--- src/udc_pkg.sv ---
// package for the up/down event counter: register map, field layout, modes
// assumes a 32-bit apb master and a 10 mhz machine clock
package udc_pkg;
  // register byte offsets
  localparam logic [7:0] OFS_COUNT = 8'h00;
  localparam logic [7:0] OFS_RELOAD = 8'h04;
  localparam logic [7:0] OFS_CTRL0 = 8'h08;
  localparam logic [7:0] OFS_CTRL1 = 8'h0c;
  localparam logic [7:0] OFS_STAT = 8'h10;
  localparam logic [7:0] OFS_MASK = 8'h14;
  localparam logic [7:0] OFS_PINSEL = 8'h18;
  // control field positions (per channel control word)
  localparam int CF_MODE = 0;  // 2 bits
  localparam int CF_CLKS = 2;  // timer clock select
  localparam int CF_EDGE = 3;  // 2 bits
  localparam int CF_IDXG = 5;  // index pin: 0 clear, 1 gate
  localparam int CF_CMPE = 6;
  localparam int CF_RLDE = 7;
  localparam int CF_CMPC = 8;  // clear on compare
  localparam int CF_JOIN = 9;  // 16-bit join (channel 0 word only)
  localparam int CF_CLR = 10;  // write one: clear counter
  // status bits per channel, channel 1 at +4
  localparam int SF_CMP = 0;
  localparam int SF_UDF = 1;
  localparam int SF_OVF = 2;
  localparam int SF_DIRCH = 3;
  localparam int SF_DIR0 = 8;  // direction flags, read-only
  // reset values
  localparam logic [10:0] CTRL_RST = 11'h000;
  localparam logic [7:0] MASK_RST = 8'h00;
  localparam logic [5:0] PINSEL_RST = 6'h00;
  // internal count clock select: A ticks every 2 machine cycles, B every 8
  localparam logic [7:0] PRESC_A = 8'h01;
  localparam logic [7:0] PRESC_B = 8'h07;
  typedef enum logic [1:0] {
    MODE_TIMER = 2'h0, MODE_UPDN = 2'h1, MODE_PH2 = 2'h2, MODE_PH8 = 2'h3
  } udc_mode_t;
  typedef enum logic [1:0] {
    EDGE_OFF = 2'h0, EDGE_FALL = 2'h1, EDGE_RISE = 2'h2, EDGE_BOTH = 2'h3
  } udc_edge_t;
  typedef struct packed {
    logic [10:0] ctrl1;
    logic [10:0] ctrl0;
    logic [7:0] rld1;
    logic [7:0] rld0;
    logic [7:0] cnt1;
    logic [7:0] cnt0;
    logic [7:0] stat;
    logic [7:0] mask;
    logic [5:0] pinsel;
    logic [1:0] dir;
    logic [1:0] stepped;
    logic [7:0] presc;
    logic [5:0] s1;
    logic [5:0] s2;
    logic [5:0] s3;
    logic [5:0] pinv;
    logic [31:0] prdata;
  } udc_state_t;
endpackage

--- src/udc_top.sv ---
// up/down event counter: two 8-bit counters, joinable, with apb registers
// assumes a 10 mhz clock, async active-low reset, pins asynchronous
// Behaviour
// - two 8-bit counters, reload registers, six pins
// - each 8-bit counter wraps over its byte range
// - joined counter spans 0 to 65535
// - timer, up/down, phase x2, phase x8 modes
// - timer counts one of two internal clocks
// - edge select: fall, rise, both, off
// - a/b phase relation sets count direction
// - index pin clears counter or gates counting
// - compare and reload enabled independently
// - compare match interrupts, optionally clears counter
// - underflow reloads counter and interrupts
// - both enabled: bounded range both ways
// - separate compare, underflow, overflow interrupt enables
// - flag keeps last count direction
// - direction change raises interrupt
// - pin select gates pin, resets to zero
//
// Decided for this implementation: the address map and the APB slave port.
`timescale 1ns/1ps
module udc_top
  import udc_pkg::*;
(
  input wire logic CLOCK_I, // machine clock
  input wire logic ARST_N_I, // async reset, active low
  input wire logic PSEL_I, // apb select
  input wire logic PENABLE_I, // apb enable
  input wire logic PWRITE_I, // apb direction
  input wire logic [7:0] PADDR_I, // apb byte address
  input wire logic [31:0] PWDATA_I, // apb write data
  output logic [31:0] PRDATA_O, // apb read data
  output logic PREADY_O, // apb ready
  output logic PSLVERR_O, // apb error on unmapped address
  input wire logic [5:0] EVENT_PIN_I, // a0,b0,z0,a1,b1,z1
  output logic [5:0] PORT_IN_O, // synchronised pins for plain port use
  output logic IRQ_O // level interrupt
);
  udc_state_t r, n;
  logic wr, rd, mapped;
  // step decision per channel: inc / dec
  logic [1:0] inc, dec;
  // pin level as it is about to be accepted: edges are seen on the accepting edge
  logic [5:0] lvl;

  // address decode, used by the error answer only; the read mux decodes through its own case
  function automatic logic is_mapped(input logic [7:0] a);
    return a inside {OFS_COUNT, OFS_RELOAD, OFS_CTRL0, OFS_CTRL1, OFS_STAT,
                     OFS_MASK, OFS_PINSEL};
  endfunction

  // zero-wait slave: every access completes in its access cycle
  assign mapped = is_mapped(PADDR_I);
  assign wr = PSEL_I && PENABLE_I && PWRITE_I;
  assign rd = PSEL_I && PENABLE_I && !PWRITE_I;
  assign PREADY_O = 1'b1;
  assign PSLVERR_O = PSEL_I && PENABLE_I && !mapped;
  assign PRDATA_O = r.prdata;
  assign PORT_IN_O = r.pinv;
  assign IRQ_O = |(r.stat & r.mask);
  // where stages two and three agree the new level is taken, else the old one stays
  assign lvl = ((r.s2 ~^ r.s3) & r.s3) | ((r.s2 ^ r.s3) & r.pinv);

  // per-channel step decode from the qualified pins
  generate
    for (genvar c = 0; c < 2; c++) begin : g_step
      logic [10:0] ctl;
      logic a, b, z, ap, bp, a_r, a_f, b_r, b_f, gate, tick;
      assign ctl = c ? r.ctrl1 : r.ctrl0;
      // pins not selected read as zero to the counter
      assign a = lvl[3*c] & r.pinsel[3*c];
      assign b = lvl[3*c+1] & r.pinsel[3*c+1];
      assign z = lvl[3*c+2] & r.pinsel[3*c+2];
      assign ap = r.pinv[3*c] & r.pinsel[3*c];
      assign bp = r.pinv[3*c+1] & r.pinsel[3*c+1];
      assign a_r = a & ~ap;
      assign a_f = ~a & ap;
      assign b_r = b & ~bp;
      assign b_f = ~b & bp;
      // gate mode: count only while index is high
      assign gate = !ctl[CF_IDXG] || z;
      assign tick = ctl[CF_CLKS] ? (r.presc == PRESC_B) : (r.presc[0] == PRESC_A[0]);
      always_comb begin
        inc[c] = 1'b0;
        dec[c] = 1'b0;
        case (udc_mode_t'(ctl[CF_MODE +: 2]))
          MODE_TIMER: inc[c] = tick;
          MODE_UPDN: begin
            // a edges count up, b edges count down
            case (udc_edge_t'(ctl[CF_EDGE +: 2]))
              EDGE_FALL: begin inc[c] = a_f; dec[c] = b_f; end
              EDGE_RISE: begin inc[c] = a_r; dec[c] = b_r; end
              EDGE_BOTH: begin inc[c] = a_r | a_f; dec[c] = b_r | b_f; end
              default: ;
            endcase
          end
          MODE_PH2: begin
            // both edges of a, direction from b level
            inc[c] = (a_r & ~b) | (a_f & b);
            dec[c] = (a_r & b) | (a_f & ~b);
          end
          MODE_PH8: begin
            // every edge of a and b
            inc[c] = (a_r & ~b) | (a_f & b) | (b_r & a) | (b_f & ~a);
            dec[c] = (a_r & b) | (a_f & ~b) | (b_r & ~a) | (b_f & a);
          end
          default: ;
        endcase
        if (!gate) begin
          inc[c] = 1'b0;
          dec[c] = 1'b0;
        end
        if (inc[c] && dec[c]) begin
          inc[c] = 1'b0;
          dec[c] = 1'b0;
        end
      end
    end
  endgenerate

  // next state: sync, counters, events, registers
  always_comb begin
    logic join16;
    logic [15:0] c16, r16;
    logic [3:0] ev0, ev1;
    logic clr0, clr1, i0, d0, i1, d1;
    n = r;
    c16 = 16'h0000;
    r16 = 16'h0000;
    join16 = r.ctrl0[CF_JOIN];
    ev0 = 4'h0;
    ev1 = 4'h0;
    // three-stage sync; a level counts once stages two and three agree
    n.s1 = EVENT_PIN_I;
    n.s2 = r.s1;
    n.s3 = r.s2;
    for (int k = 0; k < 6; k++) begin
      if (r.s2[k] == r.s3[k]) n.pinv[k] = r.s3[k];
    end
    n.presc = (r.presc == PRESC_B) ? 8'h00 : r.presc + 8'h01;
    n.stepped = r.stepped;
    clr0 = wr && PADDR_I == OFS_CTRL0 && PWDATA_I[CF_CLR];
    clr1 = wr && PADDR_I == OFS_CTRL1 && PWDATA_I[CF_CLR];
    // joined mode is driven by channel 0 controls only, save the channel 1 clear bit, which still zeroes the upper byte
    i0 = inc[0];
    d0 = dec[0];
    i1 = join16 ? 1'b0 : inc[1];
    d1 = join16 ? 1'b0 : dec[1];
    if (join16) begin
      c16 = {r.cnt1, r.cnt0};
      r16 = {r.rld1, r.rld0};
      if (i0 || d0) begin
        if (r.ctrl0[CF_CMPE] && c16 == r16) ev0[SF_CMP] = 1'b1;
        if (i0) begin
          if (c16 == 16'hffff) ev0[SF_OVF] = 1'b1;
          c16 = c16 + 16'h0001;
        end else if (c16 == 16'h0000) begin
          ev0[SF_UDF] = 1'b1;
          c16 = r.ctrl0[CF_RLDE] ? r16 : 16'hffff;
        end else begin
          c16 = c16 - 16'h0001;
        end
        if (ev0[SF_CMP] && (r.ctrl0[CF_CMPC] || r.ctrl0[CF_RLDE])) c16 = 16'h0000;
        if (ev0[SF_UDF] && !r.ctrl0[CF_RLDE]) ev0[SF_UDF] = 1'b0;
      end
      n.cnt0 = c16[7:0];
      n.cnt1 = c16[15:8];
    end else begin
      // independent 8-bit channels, each wrapping over 0..255
      if (i0 || d0) begin
        if (r.ctrl0[CF_CMPE] && r.cnt0 == r.rld0) ev0[SF_CMP] = 1'b1;
        if (i0) begin
          if (r.cnt0 == 8'hff) ev0[SF_OVF] = 1'b1;
          n.cnt0 = r.cnt0 + 8'h01;
        end else if (r.cnt0 == 8'h00) begin
          ev0[SF_UDF] = r.ctrl0[CF_RLDE];
          n.cnt0 = r.ctrl0[CF_RLDE] ? r.rld0 : 8'hff;
        end else n.cnt0 = r.cnt0 - 8'h01;
        if (ev0[SF_CMP] && (r.ctrl0[CF_CMPC] || r.ctrl0[CF_RLDE])) n.cnt0 = 8'h00;
      end
      if (i1 || d1) begin
        if (r.ctrl1[CF_CMPE] && r.cnt1 == r.rld1) ev1[SF_CMP] = 1'b1;
        if (i1) begin
          if (r.cnt1 == 8'hff) ev1[SF_OVF] = 1'b1;
          n.cnt1 = r.cnt1 + 8'h01;
        end else if (r.cnt1 == 8'h00) begin
          ev1[SF_UDF] = r.ctrl1[CF_RLDE];
          n.cnt1 = r.ctrl1[CF_RLDE] ? r.rld1 : 8'hff;
        end else n.cnt1 = r.cnt1 - 8'h01;
        if (ev1[SF_CMP] && (r.ctrl1[CF_CMPC] || r.ctrl1[CF_RLDE])) n.cnt1 = 8'h00;
      end
    end
    // index clear function: high index resets the counter
    if (!r.ctrl0[CF_IDXG] && r.pinv[2] && r.pinsel[2]) begin
      n.cnt0 = 8'h00;
      if (join16) n.cnt1 = 8'h00;
    end
    if (!join16 && !r.ctrl1[CF_IDXG] && r.pinv[5] && r.pinsel[5]) n.cnt1 = 8'h00;
    // the upper byte is cleared too when join is set now or in the control word being written
    if (clr0) begin
      n.cnt0 = 8'h00;
      if (join16 || PWDATA_I[CF_JOIN]) n.cnt1 = 8'h00;
    end
    if (clr1) n.cnt1 = 8'h00;
    // direction flag and change event
    if (i0 || d0) begin
      n.dir[0] = i0;
      n.stepped[0] = 1'b1;
      if (r.stepped[0] && r.dir[0] != i0) ev0[SF_DIRCH] = 1'b1;
    end
    if (i1 || d1) begin
      n.dir[1] = i1;
      n.stepped[1] = 1'b1;
      if (r.stepped[1] && r.dir[1] != i1) ev1[SF_DIRCH] = 1'b1;
    end
    // register writes
    if (wr) begin
      case (PADDR_I)
        OFS_RELOAD: begin
          n.rld0 = PWDATA_I[7:0];
          n.rld1 = PWDATA_I[15:8];
        end
        OFS_CTRL0: n.ctrl0 = {1'b0, PWDATA_I[9:0]};
        OFS_CTRL1: n.ctrl1 = {2'b00, PWDATA_I[8:0]};
        OFS_MASK: n.mask = PWDATA_I[7:0];
        OFS_PINSEL: n.pinsel = PWDATA_I[5:0];
        default: ;
      endcase
    end
    // read data is caught in the setup phase so it stands through the access
    // phase; the status read clears only the bits it reported, so an event
    // landing between setup and access is not lost, and new events win
    n.prdata = r.prdata;
    if (PSEL_I && !PENABLE_I && !PWRITE_I) begin
      case (PADDR_I)
        OFS_COUNT: n.prdata = {16'h0000, r.cnt1, r.cnt0};
        OFS_RELOAD: n.prdata = {16'h0000, r.rld1, r.rld0};
        OFS_CTRL0: n.prdata = {22'h000000, r.ctrl0[9:0]};
        OFS_CTRL1: n.prdata = {23'h000000, r.ctrl1[8:0]};
        OFS_STAT: n.prdata = {22'h000000, r.dir, r.stat};
        OFS_MASK: n.prdata = {24'h000000, r.mask};
        OFS_PINSEL: n.prdata = {26'h0000000, r.pinsel};
        default: n.prdata = 32'h00000000;
      endcase
    end
    if (rd && PADDR_I == OFS_STAT) n.stat = r.stat & ~r.prdata[7:0];
    n.stat = n.stat | {ev1, ev0};
  end

  // single state register
  always_ff @(posedge CLOCK_I or negedge ARST_N_I) begin
    if (!ARST_N_I) begin
      r <= '0;
      r.ctrl0 <= CTRL_RST;
      r.ctrl1 <= CTRL_RST;
      r.mask <= MASK_RST;
      r.pinsel <= PINSEL_RST;
    end else begin
      r <= n;
    end
  end
endmodule // udc_top

--- config.mk ---
export PLATFORM = sky130hd
export DESIGN_NAME = udc_top
export DESIGN_NICKNAME = d
export VERILOG_FILES = /design/src/udc_pkg.sv /design/src/udc_top.sv
export SDC_FILE = /design/constraint.sdc
export NUM_CORES = 1
export LEC_CHECK = 0
export BUFFER_PORTS_ARGS = -buffer_cell sky130_fd_sc_hd__buf_2
export CAP_MARGIN = 5
export CORE_AREA = 3 3 117 203
export DETAILED_ROUTE_END_ITERATION = 7
export DIE_AREA = 0 0 120 206
export HOLD_SLACK_MARGIN = 0.15
export PLACE_DENSITY = 0.63
export SLEW_MARGIN = 20
export SYNTH_ARGS = -nofsm -noshare
export SYNTH_HDL_FRONTEND = slang
export SYNTH_SLANG_ARGS = --single-unit
--- constraint.sdc ---
create_clock -name CLOCK_I -period 4.2 [get_ports CLOCK_I]
set_input_delay 0.84 -clock CLOCK_I [delete_from_list [all_inputs] [get_ports CLOCK_I]]
set_output_delay 0.84 -clock CLOCK_I [all_outputs]
set_load 0.005 [all_outputs]
==> flow_metrics.py, run 1 <==
metrics = {
    "final_layout": {
        "multi_input_area_mm2": 0.004034,
        "regArea_mm2": 0.003128,
        "drive_gt1_share_pct": 21.89,
        "antenna_cells": 0,
        "fill_cells": 2249,
        "final_nets": 918,
        "syn2layout_area_growth_pct": 13.74,
        "finish.utilization_pct": 39.28,
    },
    "placement": {
        "place.gp.congestion": 0.9599,
        "io_buffers": 58,
        "dpl.hpwl_um": 17600,
    },
    "timing": {
        "clock_skew_ns": 0.007877,
        "hold_viol": 0,
        "fmax_ghz": 0.2750,
        "tns_ns": 0,
        "period_minus_slack_ns": 3.637,
        "max-slew-margin-rel_pct": 35.83,
        "setup_viol": 0,
        "rsz0062_at_grt": "no",
        "fin_crit_sh_pct": 86.59,
        "slew_viol_final": 0,
        "worstMarginPinSlew_ns": 0.9602,
    },
    "outcome": {
        "outcome": "completed",
    },
    "critical_path": {
        "end_kind": "flip-flop",
        "cp.arrival_ns": 3.95,
        "ff2ff_setup_slack_ns": 0.56,
        "required_ns": 4.51,
        "crit_fanout": 11,
        "worst_r2r_endpoint": "r[96]",
        "worstRegToRegCells": 16,
        "worstSetupStartpointType": "flip-flop",
        "critPathLaunch": "r[39]",
        "r2r_start": "r[39]",
        "crit_type": "reg -> reg",
    },
    "pwr": {
        "switching_power_mw": 1.427,
        "seqPwrFrac_pct": 36.8,
        "ir_drop_mv": 0.4656,
        "p_leak_nw": 3.951,
        "clockPowerShare_pct": 35.4,
        "internal-power_mw": 2.793,
        "swShare_pct": 33.82,
        "p_comb_share_pct": 27.8,
        "power_density_mw_per_mm2": 482.8,
    },
    "hold_path": {
        "holdPathStages": 0,
        "min-delay-start": "n[44]",
        "worstHoldEndpoint": "n[38]",
        "min_path_type": "reg -> reg",
    },
    "synthesis": {
        "synth.distinct_cells": 76,
        "synthCells": 813,
        "synth_flop_cell": "dfrtp_1",
        "ys_seq_elements": 125,
        "netlist_area_mm2": 0.007685,
        "yosysSeqAreaShare_pct": 40.70,
        "yosysWarnings": 0,
        "synth_edf_count": 0,
        "synthArstFlopShare_pct": 100.0,
        "syn_avg_cell_area_um2": 9.452,
    },
    "clocking": {
        "postCtsSetupBuffers": 0,
        "root_buffer": "clkbuf_16",
        "clk_latency_ns": 0.43,
        "htree_levels": 4,
        "cts.sinks": 125,
        "ctsResizeCount": 0,
        "ctsHoldBuffers": 0,
        "cts_buffers": 17,
        "cts.path.max_buffers": 2,
        "cts_tree": "built",
        "path_clk_slew_ns": 0.06,
    },
    "global_route": {
        "track_usage_pct": 19.33,
        "grt_pass1_wl_um": 36510,
        "antenna_found_initial": 0,
        "grt_max_degree": 65,
        "grt_pass1_vias": 6406,
        "gr-total-overflow": 0,
    },
    "drt": {
        "antenna_left": 0,
        "dr.pass1.iters": 5,
        "vias": 6449,
        "routedWlPerCell_um": 20.19,
        "drtIter0Drc": 402,
        "viasPerCell": 5.584,
        "drcViolationCount": 0,
        "drt_wl_total_um": 23330,
    },
    "floorplanning": {
        "core_mm2": 0.02225,
        "ios": 92,
        "std_cell_rows": 72,
        "die_x_um": 120,
        "start_util_pct": 34.54,
        "die_height_um": 206,
        "die_area_mm2": 0.02472,
    },
    "run": {
        "max_cap_violations": 0,
    },
}
## cells in the final DEF (no fill, tap or decap), types with 10 or more instances in the layout
| master | n |
|---|---|
| nand3_1 | 22 |
| o21ai_0 | 31 |
| nor3_1 | 16 |
| conb_1 | 17 |
| a221oi_1 | 11 |
| buf_4 | 24 |
| clkbuf_16 | 17 |
| a22oi_1 | 25 |
| xnor2_1 | 27 |
| mux2_2 | 55 |
| buf_2 | 57 |
| nor2_1 | 62 |
| and3_1 | 10 |
| ha_1 | 20 |
| dfrtp_1 | 125 |
| inv_1 | 32 |
| xor2_1 | 18 |
| nand2_1 | 92 |
| a21oi_1 | 28 |
## per-layer routing
layer	routed length [um]	GRT usage, %
met3	1037	2.793
met1	8107	19.78
met2	12180	34.70
met5	0	0
met4	2003	15.49
## through the flow
step | std cells | cell area [um2] | total power [mW] | hold slack (ns) | setup slack (ns)
floorplan | 828 | 7741 | 2.435 | 0.3312 | 1.105
global placement | 1124 | 8132 | 2.715 | 0.3346 | 0.6516
detailed placement | 1124 | 8138 | 2.729 | 0.3364 | 0.6315
CTS | 1155 | 8741 | 4.235 | 0.3470 | 0.5852
global route | 1155 | 8741 | 4.459 | 0.3546 | 0.2588
finish | 1155 | 8741 | 4.220 | 0.3460 | 0.5633
## cell families (layout without fill, tap and decap cells)
| logic type | count (synthesis) | count (layout) | synth area share, % |
|---|---|---|---|
| buffers and inverters | 114 | 145 | 7.766 |
| flip-flops | 125 | 125 | 40.70 |
| AND/OR/NAND/NOR | 262 | 262 | 16.97 |
| adder cells (fa/ha/maj) | 20 | 20 | 3.256 |
| AO/OA/AOI/OAI | 188 | 188 | 17.76 |
| other | 2 | 17 | 0.09772 |
| XOR/XNOR | 45 | 45 | 5.129 |
| multiplexers | 57 | 57 | 8.320 |
## worst max-delay path by stage
stage	end	slack, ns	cells past startpoint
final	r[96]	0.56	16
after global routing	r[100]	0.26	17
after CTS	r[96]	0.59	16
after detailed placement	r[96]	0.63	16
after global placement	r[96]	0.65	16
after floorplan	r[96]	1.10	16
## Yosys cell counts, drive strengths merged, types with 7 or more instances
cell type / n / area (um2)
a21o: 8 / 60.06
xnor2: 27 / 236.5
nor2: 64 / 250.2
clkbuf: 31 / 116.4
o211ai: 7 / 52.55
dfrtp: 125 / 3128
inv: 32 / 120.1
mux2: 55 / 619.3
nand4: 9 / 56.30
nor4: 8 / 71.32
a22o: 9 / 78.83
o21ai: 35 / 175.2
a31oi: 9 / 62.56
a21oi: 28 / 140.1
nor3: 16 / 80.08
buf: 51 / 360.3
nand2: 92 / 345.3
xor2: 18 / 157.7
nand3: 22 / 110.1
and3: 10 / 62.56
a221oi: 11 / 96.34
a22oi: 25 / 187.7
ha: 20 / 250.2
a222oi: 9 / 90.09
## power groups by stage
stage / sequential (mW) / combinational, mW / clock (mW)
2_1_floorplan: 1.43 / 1.01 / 0
3_3_place_gp: 1.56 / 1.15 / 0
3_5_place_dp: 1.57 / 1.16 / 0
5_1_grt: 1.58 / 1.32 / 1.57
6_report: 1.55 / 1.18 / 1.49
4_1_cts: 1.55 / 1.17 / 1.52
## sequential cells by signal, summed over array words and instances (netlist names)
signal,count
r,72
n,12
PRDATA_O,16
g_step.ctl,19
PORT_IN_O,6
## layout make-up
| class | count | area share [%] |
|---|---|---|
| tap | 296 | 4.237 |
| multi-input combinational | 589 | 46.15 |
| clock buffer | 22 | 5.654 |
| timing repair buffer | 82 | 5.554 |
| clock inverter | 9 | 1.245 |
| sequential | 125 | 35.79 |
| inverter | 32 | 1.374 |
## worst max-delay path, stage by stage (launching register included)
cell,delay [ns]
dfrtp_1,0.38
ha_1,0.32
a21o_1,0.16
nand2_1,0.12
inv_1,0.09
ha_1,0.30
a21oi_1,0.15
a221oi_1,0.09
a31oi_1,0.16
a22o_1,0.15
nand2_1,0.05
ha_1,0.60
inv_1,0.21
and3_1,0.23
o21ai_1,0.15
nor3_1,0.08
a211o_1,0.27
Power figures use the tool's default switching activity.
==> run 2: changes to the inputs <==
- CORE_AREA: 3 3 117 203 -> 3 3 146 162
- DIE_AREA: 0 0 120 206 -> 0 0 149 165
==> run 2 against run 1 <==
  * Flip-flop and latch count is the same
  * Final cell count is 0.69% lower
  * Global-route usage fell by 1.5 points
  * Die area shrank 0.55%
  * Count of clock-buffer cells in the layout shrank 3
  * Sequential power grew 5%
  * Clock skew rose by 0.0053 ns
  * Design area down 0.72%
  * Maximum frequency grew 1.1%
  * Critical path type unchanged
  * Worst setup slack gained 0.039 ns
  * Non-clock buffer count fell by 6
  * Highest routed layer unchanged
==> flow_metrics.py, run 2 (synthesis gave the netlist of run 1 again) <==
metrics = {
    "global_route": {
        "grt_max_degree": 89,
        "gr-total-overflow": 0,
        "antenna_found_initial": 0,
        "track_usage_pct": 17.82,
        "grt_pass1_wl_um": 34120,
        "grt_pass1_vias": 6158,
    },
    "final_layout": {
        "largest_reg_flops": 72,
        "syn2layout_area_growth_pct": 12.93,
        "layout_common_cells": "dfrtp_1 (125), nand2_1 (92), nor2_1 (62)",
        "antenna_cells": 0,
        "final_nets": 912,
        "top_register": "r",
        "multi_input_area_mm2": 0.004028,
        "regArea_mm2": 0.003128,
        "drive_gt1_share_pct": 21.13,
        "layout_commonest_cell": "dfrtp_1",
        "fill_cells": 2202,
    },
    "drt": {
        "drt_wl_total_um": 21730,
        "dr.pass1.iters": 6,
        "vias": 6465,
        "viasPerCell": 5.636,
        "drcViolationCount": 0,
        "antenna_left": 0,
        "routedWlPerCell_um": 18.94,
        "drtIter0Drc": 663,
    },
    "critical_path": {
        "cp_slowest_cell": "ha_1",
        "cp.arrival_ns": 3.93,
        "crit_type": "reg -> reg",
        "critPathLaunch": "r[39]",
        "worstSetupStartpointType": "flip-flop",
        "worst_path_most_repeated_cell": "ha_1",
        "r2r_start": "r[39]",
        "end_kind": "flip-flop",
        "crit_path_cell_trace": "ha_1, a21o_1, nand2_1, inv_1, ha_1, a21oi_1, a221oi_1, a31oi_1, a22o_1, nand2_1, ha_1, buf_4, nor2_1, nand3_1, o21ai_0, a221oi_1, o21ai_0, o211ai_1",
        "worst_r2r_endpoint": "r[100]",
        "critPathMaxStageDelay_ns": 0.49,
        "crit_fanout": 8,
        "required_ns": 4.53,
        "ff2ff_setup_slack_ns": 0.60,
        "worstRegToRegCells": 18,
    },
    "timing": {
        "hold_viol": 0,
        "max-slew-margin-rel_pct": 37.47,
        "fmax_ghz": 0.2780,
        "clock_skew_ns": 0.01322,
        "worstMarginPinSlew_ns": 0.9356,
        "rsz0062_at_grt": "no",
        "slew_viol_final": 0,
        "setup_viol": 0,
        "fin_crit_sh_pct": 85.66,
        "period_minus_slack_ns": 3.598,
        "tns_ns": 0,
    },
    "clocking": {
        "postCtsSetupBuffers": 0,
        "root_buffer": "clkbuf_16",
        "ctsHoldBuffers": 0,
        "clk_latency_ns": 0.43,
        "ctsResizeCount": 0,
        "cts_buffers": 17,
        "cts.sinks": 125,
        "htree_levels": 4,
        "path_clk_slew_ns": 0.06,
        "cts.path.max_buffers": 2,
        "cts_tree": "built",
    },
    "hold_path": {
        "min-delay-start": "n[44]",
        "min_path_type": "reg -> reg",
        "holdPathStages": 0,
        "worstHoldEndpoint": "n[38]",
    },
    "pwr": {
        "p_total_mw": 4.193,
        "switching_power_mw": 1.432,
        "seqPwrFrac_pct": 38.9,
        "clockPowerShare_pct": 36.3,
        "internal-power_mw": 2.761,
        "power_density_mw_per_mm2": 483.2,
        "swShare_pct": 34.15,
        "ir_drop_mv": 0.2438,
        "p_leak_nw": 3.917,
        "p_comb_share_pct": 24.8,
    },
    "placement": {
        "io_buffers": 58,
        "dpl.hpwl_um": 15780,
        "place.gp.congestion": 0.9360,
    },
    "floorplanning": {
        "ios": 92,
        "core_mm2": 0.02211,
        "std_cell_rows": 57,
        "die_area_mm2": 0.02459,
        "start_util_pct": 34.76,
        "die_x_um": 149,
        "die_height_um": 165,
    },
    "run": {
        "max_cap_violations": 0,
    },
    "outcome": {
        "outcome": "completed",
    },
}
run 2: cell types whose count changed in the layout (fill, tap and decap cells not counted), moves of 2 or more:
cell,previous run,this run
clkbuf_8,5,1
clkinvlp_4,4,1
clkinv_2,2,0
buf_4,24,18
inv_6,1,4
clkinv_4,0,3
run 2: worst max-delay path, delay by kind of cell, from the launching register on:
kind / cells / cell delay, ns
compound gates: 9 / 1.33
fa+ha+maj: 3 / 1.10
buf+inv: 2 / 0.31
flops: 1 / 0.38
simple gates: 4 / 0.37
run 2: cell type report:
class	instances	area share, %
sequential	125	36.04
tap	295	4.253
timing repair buffer	76	4.974
multi-input combinational	589	46.41
clock inverter	11	1.831
clock buffer	19	5.104
inverter	32	1.384
run 2: power groups by stage:
| stage | clock network (mW) | registers [mW] | logic [mW] |
|---|---|---|---|
| 5_1_grt | 1.60 | 1.66 | 1.17 |
| 4_1_cts | 1.54 | 1.62 | 1.03 |
| 3_3_place_gp | 0 | 1.64 | 1.01 |
| 2_1_floorplan | 0 | 1.43 | 1.01 |
| 6_report | 1.52 | 1.63 | 1.04 |
| 3_5_place_dp | 0 | 1.64 | 1.03 |
run 2: how the worst max path moves through the flow:
stage                         to  slack, ns
after global routing      r[100]       0.36
after CTS                 r[100]       0.66
after detailed placement  r[100]       0.69
after global placement    r[100]       0.75
final                     r[100]       0.60
after floorplan            r[96]       1.10
run 2: per-stage QoR:
step                util (%)  cells  setup slack, ns  area [um2]  hold WS, ns
floorplan                  -    828            1.105        7741       0.3312
global placement       36.53   1117           0.7461        8077       0.3314
detailed placement     36.53   1117           0.6863        8077       0.3364
CTS                    39.25   1147           0.6564        8678       0.3508
global route           39.25   1147           0.3583        8678       0.3600
finish                 39.25   1147           0.6022        8678       0.3484
run 2: metal layers:
layer | global-route usage, % | routed length (um)
met5 | 0 | 0
met4 | 6.367 | 612
met3 | 3.156 | 1470
met2 | 29.90 | 10430
met1 | 23.15 | 9217
==> run 3: changes to the inputs <==
- MAX_ROUTING_LAYER: unset -> met4
==> run 3 against run 2 <==
  * Clock skew shrank 0.0011 ns
  * Sequential share of layout area up 0.062 points
  * Design area is 0.17% lower
  * Flip-flop and latch count unchanged
  * Final cell count up 0.35%
  * Utilization down 0.068 points
  * Largest power group unchanged
  * Critical path type unchanged
  * Sequential power about the same
==> flow_metrics.py, run 3 (synthesis gave the netlist of run 1 again) <==
metrics = {
    "final_layout": {
        "syn2layout_area_growth_pct": 12.73,
        "top_register": "r",
        "layout_commonest_cell": "dfrtp_1",
        "instances_no_fill": 1151,
        "final_nets": 914,
        "antenna_cells": 0,
        "fin_area_mm2": 0.008663,
        "fill_cells": 2241,
        "layout_common_cells": "dfrtp_1 (125), nand2_1 (92), nor2_1 (62)",
        "drive_gt1_share_pct": 21.50,
        "largest_reg_flops": 72,
        "finish.utilization_pct": 39.19,
    },
    "critical_path": {
        "critPathLaunch": "r[39]",
        "cp_slowest_cell": "ha_1",
        "crit_buf_inv": 2,
        "required_ns": 4.54,
        "r2r_start": "r[39]",
        "crit_fanout": 8,
        "ff2ff_setup_slack_ns": 0.63,
        "crit_family": "compound AO/OA/AOI/OAI gates",
        "worst_path_most_repeated_cell": "ha_1",
        "critPathMaxStageDelay_ns": 0.49,
        "cp_num_cells": 18,
        "worst_r2r_endpoint": "r[100]",
        "end_kind": "flip-flop",
        "worstRegToRegCells": 18,
        "endpoint": "r[100]",
        "crit_path_cell_trace": "ha_1, a21o_1, nand2_1, inv_1, ha_1, a21oi_1, a221oi_1, a31oi_1, a22o_1, nand2_1, ha_1, buf_4, nor2_1, nand3_1, o21ai_0, a221oi_1, o21ai_0, o211ai_1",
        "worstSetupStartpointType": "flip-flop",
        "crit_type": "reg -> reg",
        "cp.arrival_ns": 3.91,
    },
    "timing": {
        "worstMarginPinSlew_ns": 0.9344,
        "slew_viol_final": 0,
        "fmax_ghz": 0.2799,
        "hold_viol": 0,
        "max-slew-margin-rel_pct": 37.56,
        "whs_ns": 0.3496,
        "fin_crit_sh_pct": 85.08,
        "clock_skew_ns": 0.01215,
        "tns_ns": 0,
        "rsz0062_at_grt": "no",
        "setup_viol": 0,
        "period_minus_slack_ns": 3.573,
    },
    "outcome": {
        "outcome": "completed",
    },
    "drt": {
        "viasPerCell": 5.573,
        "vias": 6414,
        "routedWlPerCell_um": 18.88,
        "drtIter0Drc": 636,
        "drcViolationCount": 0,
        "antenna_left": 0,
        "drt_wl_total_um": 21730,
        "dr.pass1.iters": 7,
    },
    "placement": {
        "dpl_cell_area_mm2": 0.008092,
        "placedCellCount": 1119,
        "place.gp.congestion": 0.9279,
        "io_buffers": 58,
        "dpl.hpwl_um": 15750,
    },
    "run": {
        "max_cap_violations": 0,
    },
    "global_route": {
        "grt_most_used_layer": "met2",
        "gr-usage-met1_pct": 23.98,
        "grt_pass1_wl_um": 34100,
        "grt_max_degree": 53,
        "grt_pass1_vias": 6010,
        "antenna_found_initial": 0,
        "track_usage_pct": 18.33,
        "gr-total-overflow": 0,
        "met3_usage_pct": 3.732,
        "use_met2_pct": 28.36,
    },
    "pwr": {
        "ir_drop_mv": 0.3180,
        "power_density_mw_per_mm2": 475.0,
        "p_leak_nw": 3.918,
    },
    "clocking": {
        "postCtsSetupBuffers": 0,
        "cts.sinks": 125,
        "ctsResizeCount": 0,
        "cts_tree": "built",
        "path_clk_slew_ns": 0.06,
        "htree_levels": 4,
        "cts.path.max_buffers": 2,
        "ctsHoldBuffers": 0,
        "clk_latency_ns": 0.43,
        "cts_buffers": 17,
        "root_buffer": "clkbuf_16",
    },
    "floorplanning": {
        "die_height_um": 165,
        "core_mm2": 0.02211,
        "start_util_pct": 34.76,
        "die_area_mm2": 0.02459,
        "die_x_um": 149,
        "std_cell_rows": 57,
        "ios": 92,
    },
    "hold_path": {
        "min_path_type": "reg -> reg",
        "holdPathStages": 0,
    },
}
==> run 3: cell types whose count changed in the layout (fill, tap and decap cells not counted), sizes merged <==
cell | before | now
buf | 76 | 78
inv | 36 | 38
bufinv | 3 | 1
clkinv | 3 | 5
==> run 3: layout make-up <==
class	instances	area [um2]	share of cell area (%)
inverter	32	120.1	1.386
tap	295	369.1	4.261
sequential	125	3128	36.11
clock inverter	13	128.9	1.488
timing repair buffer	78	446.7	5.156
multi-input combinational	589	4028	46.49
clock buffer	19	442.9	5.113
==> run 3: worst min path at each step <==
| stage | startpoint | endpoint | slack [ns] |
|---|---|---|---|
| final | n[48] | n[42] | 0.35 |
| after global routing | n[48] | n[42] | 0.35 |
| after CTS | n[45] | n[39] | 0.35 |
| after detailed placement | n[45] | n[39] | 0.34 |
| after global placement | n[45] | n[39] | 0.33 |
| after floorplan | n[44] | n[38] | 0.33 |
==> run 3: routing by layer <==
| layer | wire length [um] | up-vias | share of wire, % |
|---|---|---|---|
| met1 | 9487 | 3107 | 44 |
| li1 | - | 2955 | - |
| met2 | 10100 | 300 | 46 |
| met4 | 662 | 0 | 3.0 |
| met5 | 0 | - | 0 |
| met3 | 1485 | 52 | 6.8 |
==> run 3: power breakdown <==
part,total (mW),internal (mW),switching (mW)
Clock,1.43,0.842,0.589
Combinational,1.08,0.491,0.590
Sequential,1.60,1.33,0.274
==> run 3: metrics by stage <==
| step | setup WS [ns] | total power, mW |
|---|---|---|
| after detailed placement | 0.6794 | 2.685 |
| final | 0.6267 | 4.115 |
| after floorplan | 1.105 | 2.435 |
| after CTS | 0.6546 | 4.130 |
| after global placement | 0.7196 | 2.665 |
| after global routing | 0.3014 | 4.355 |
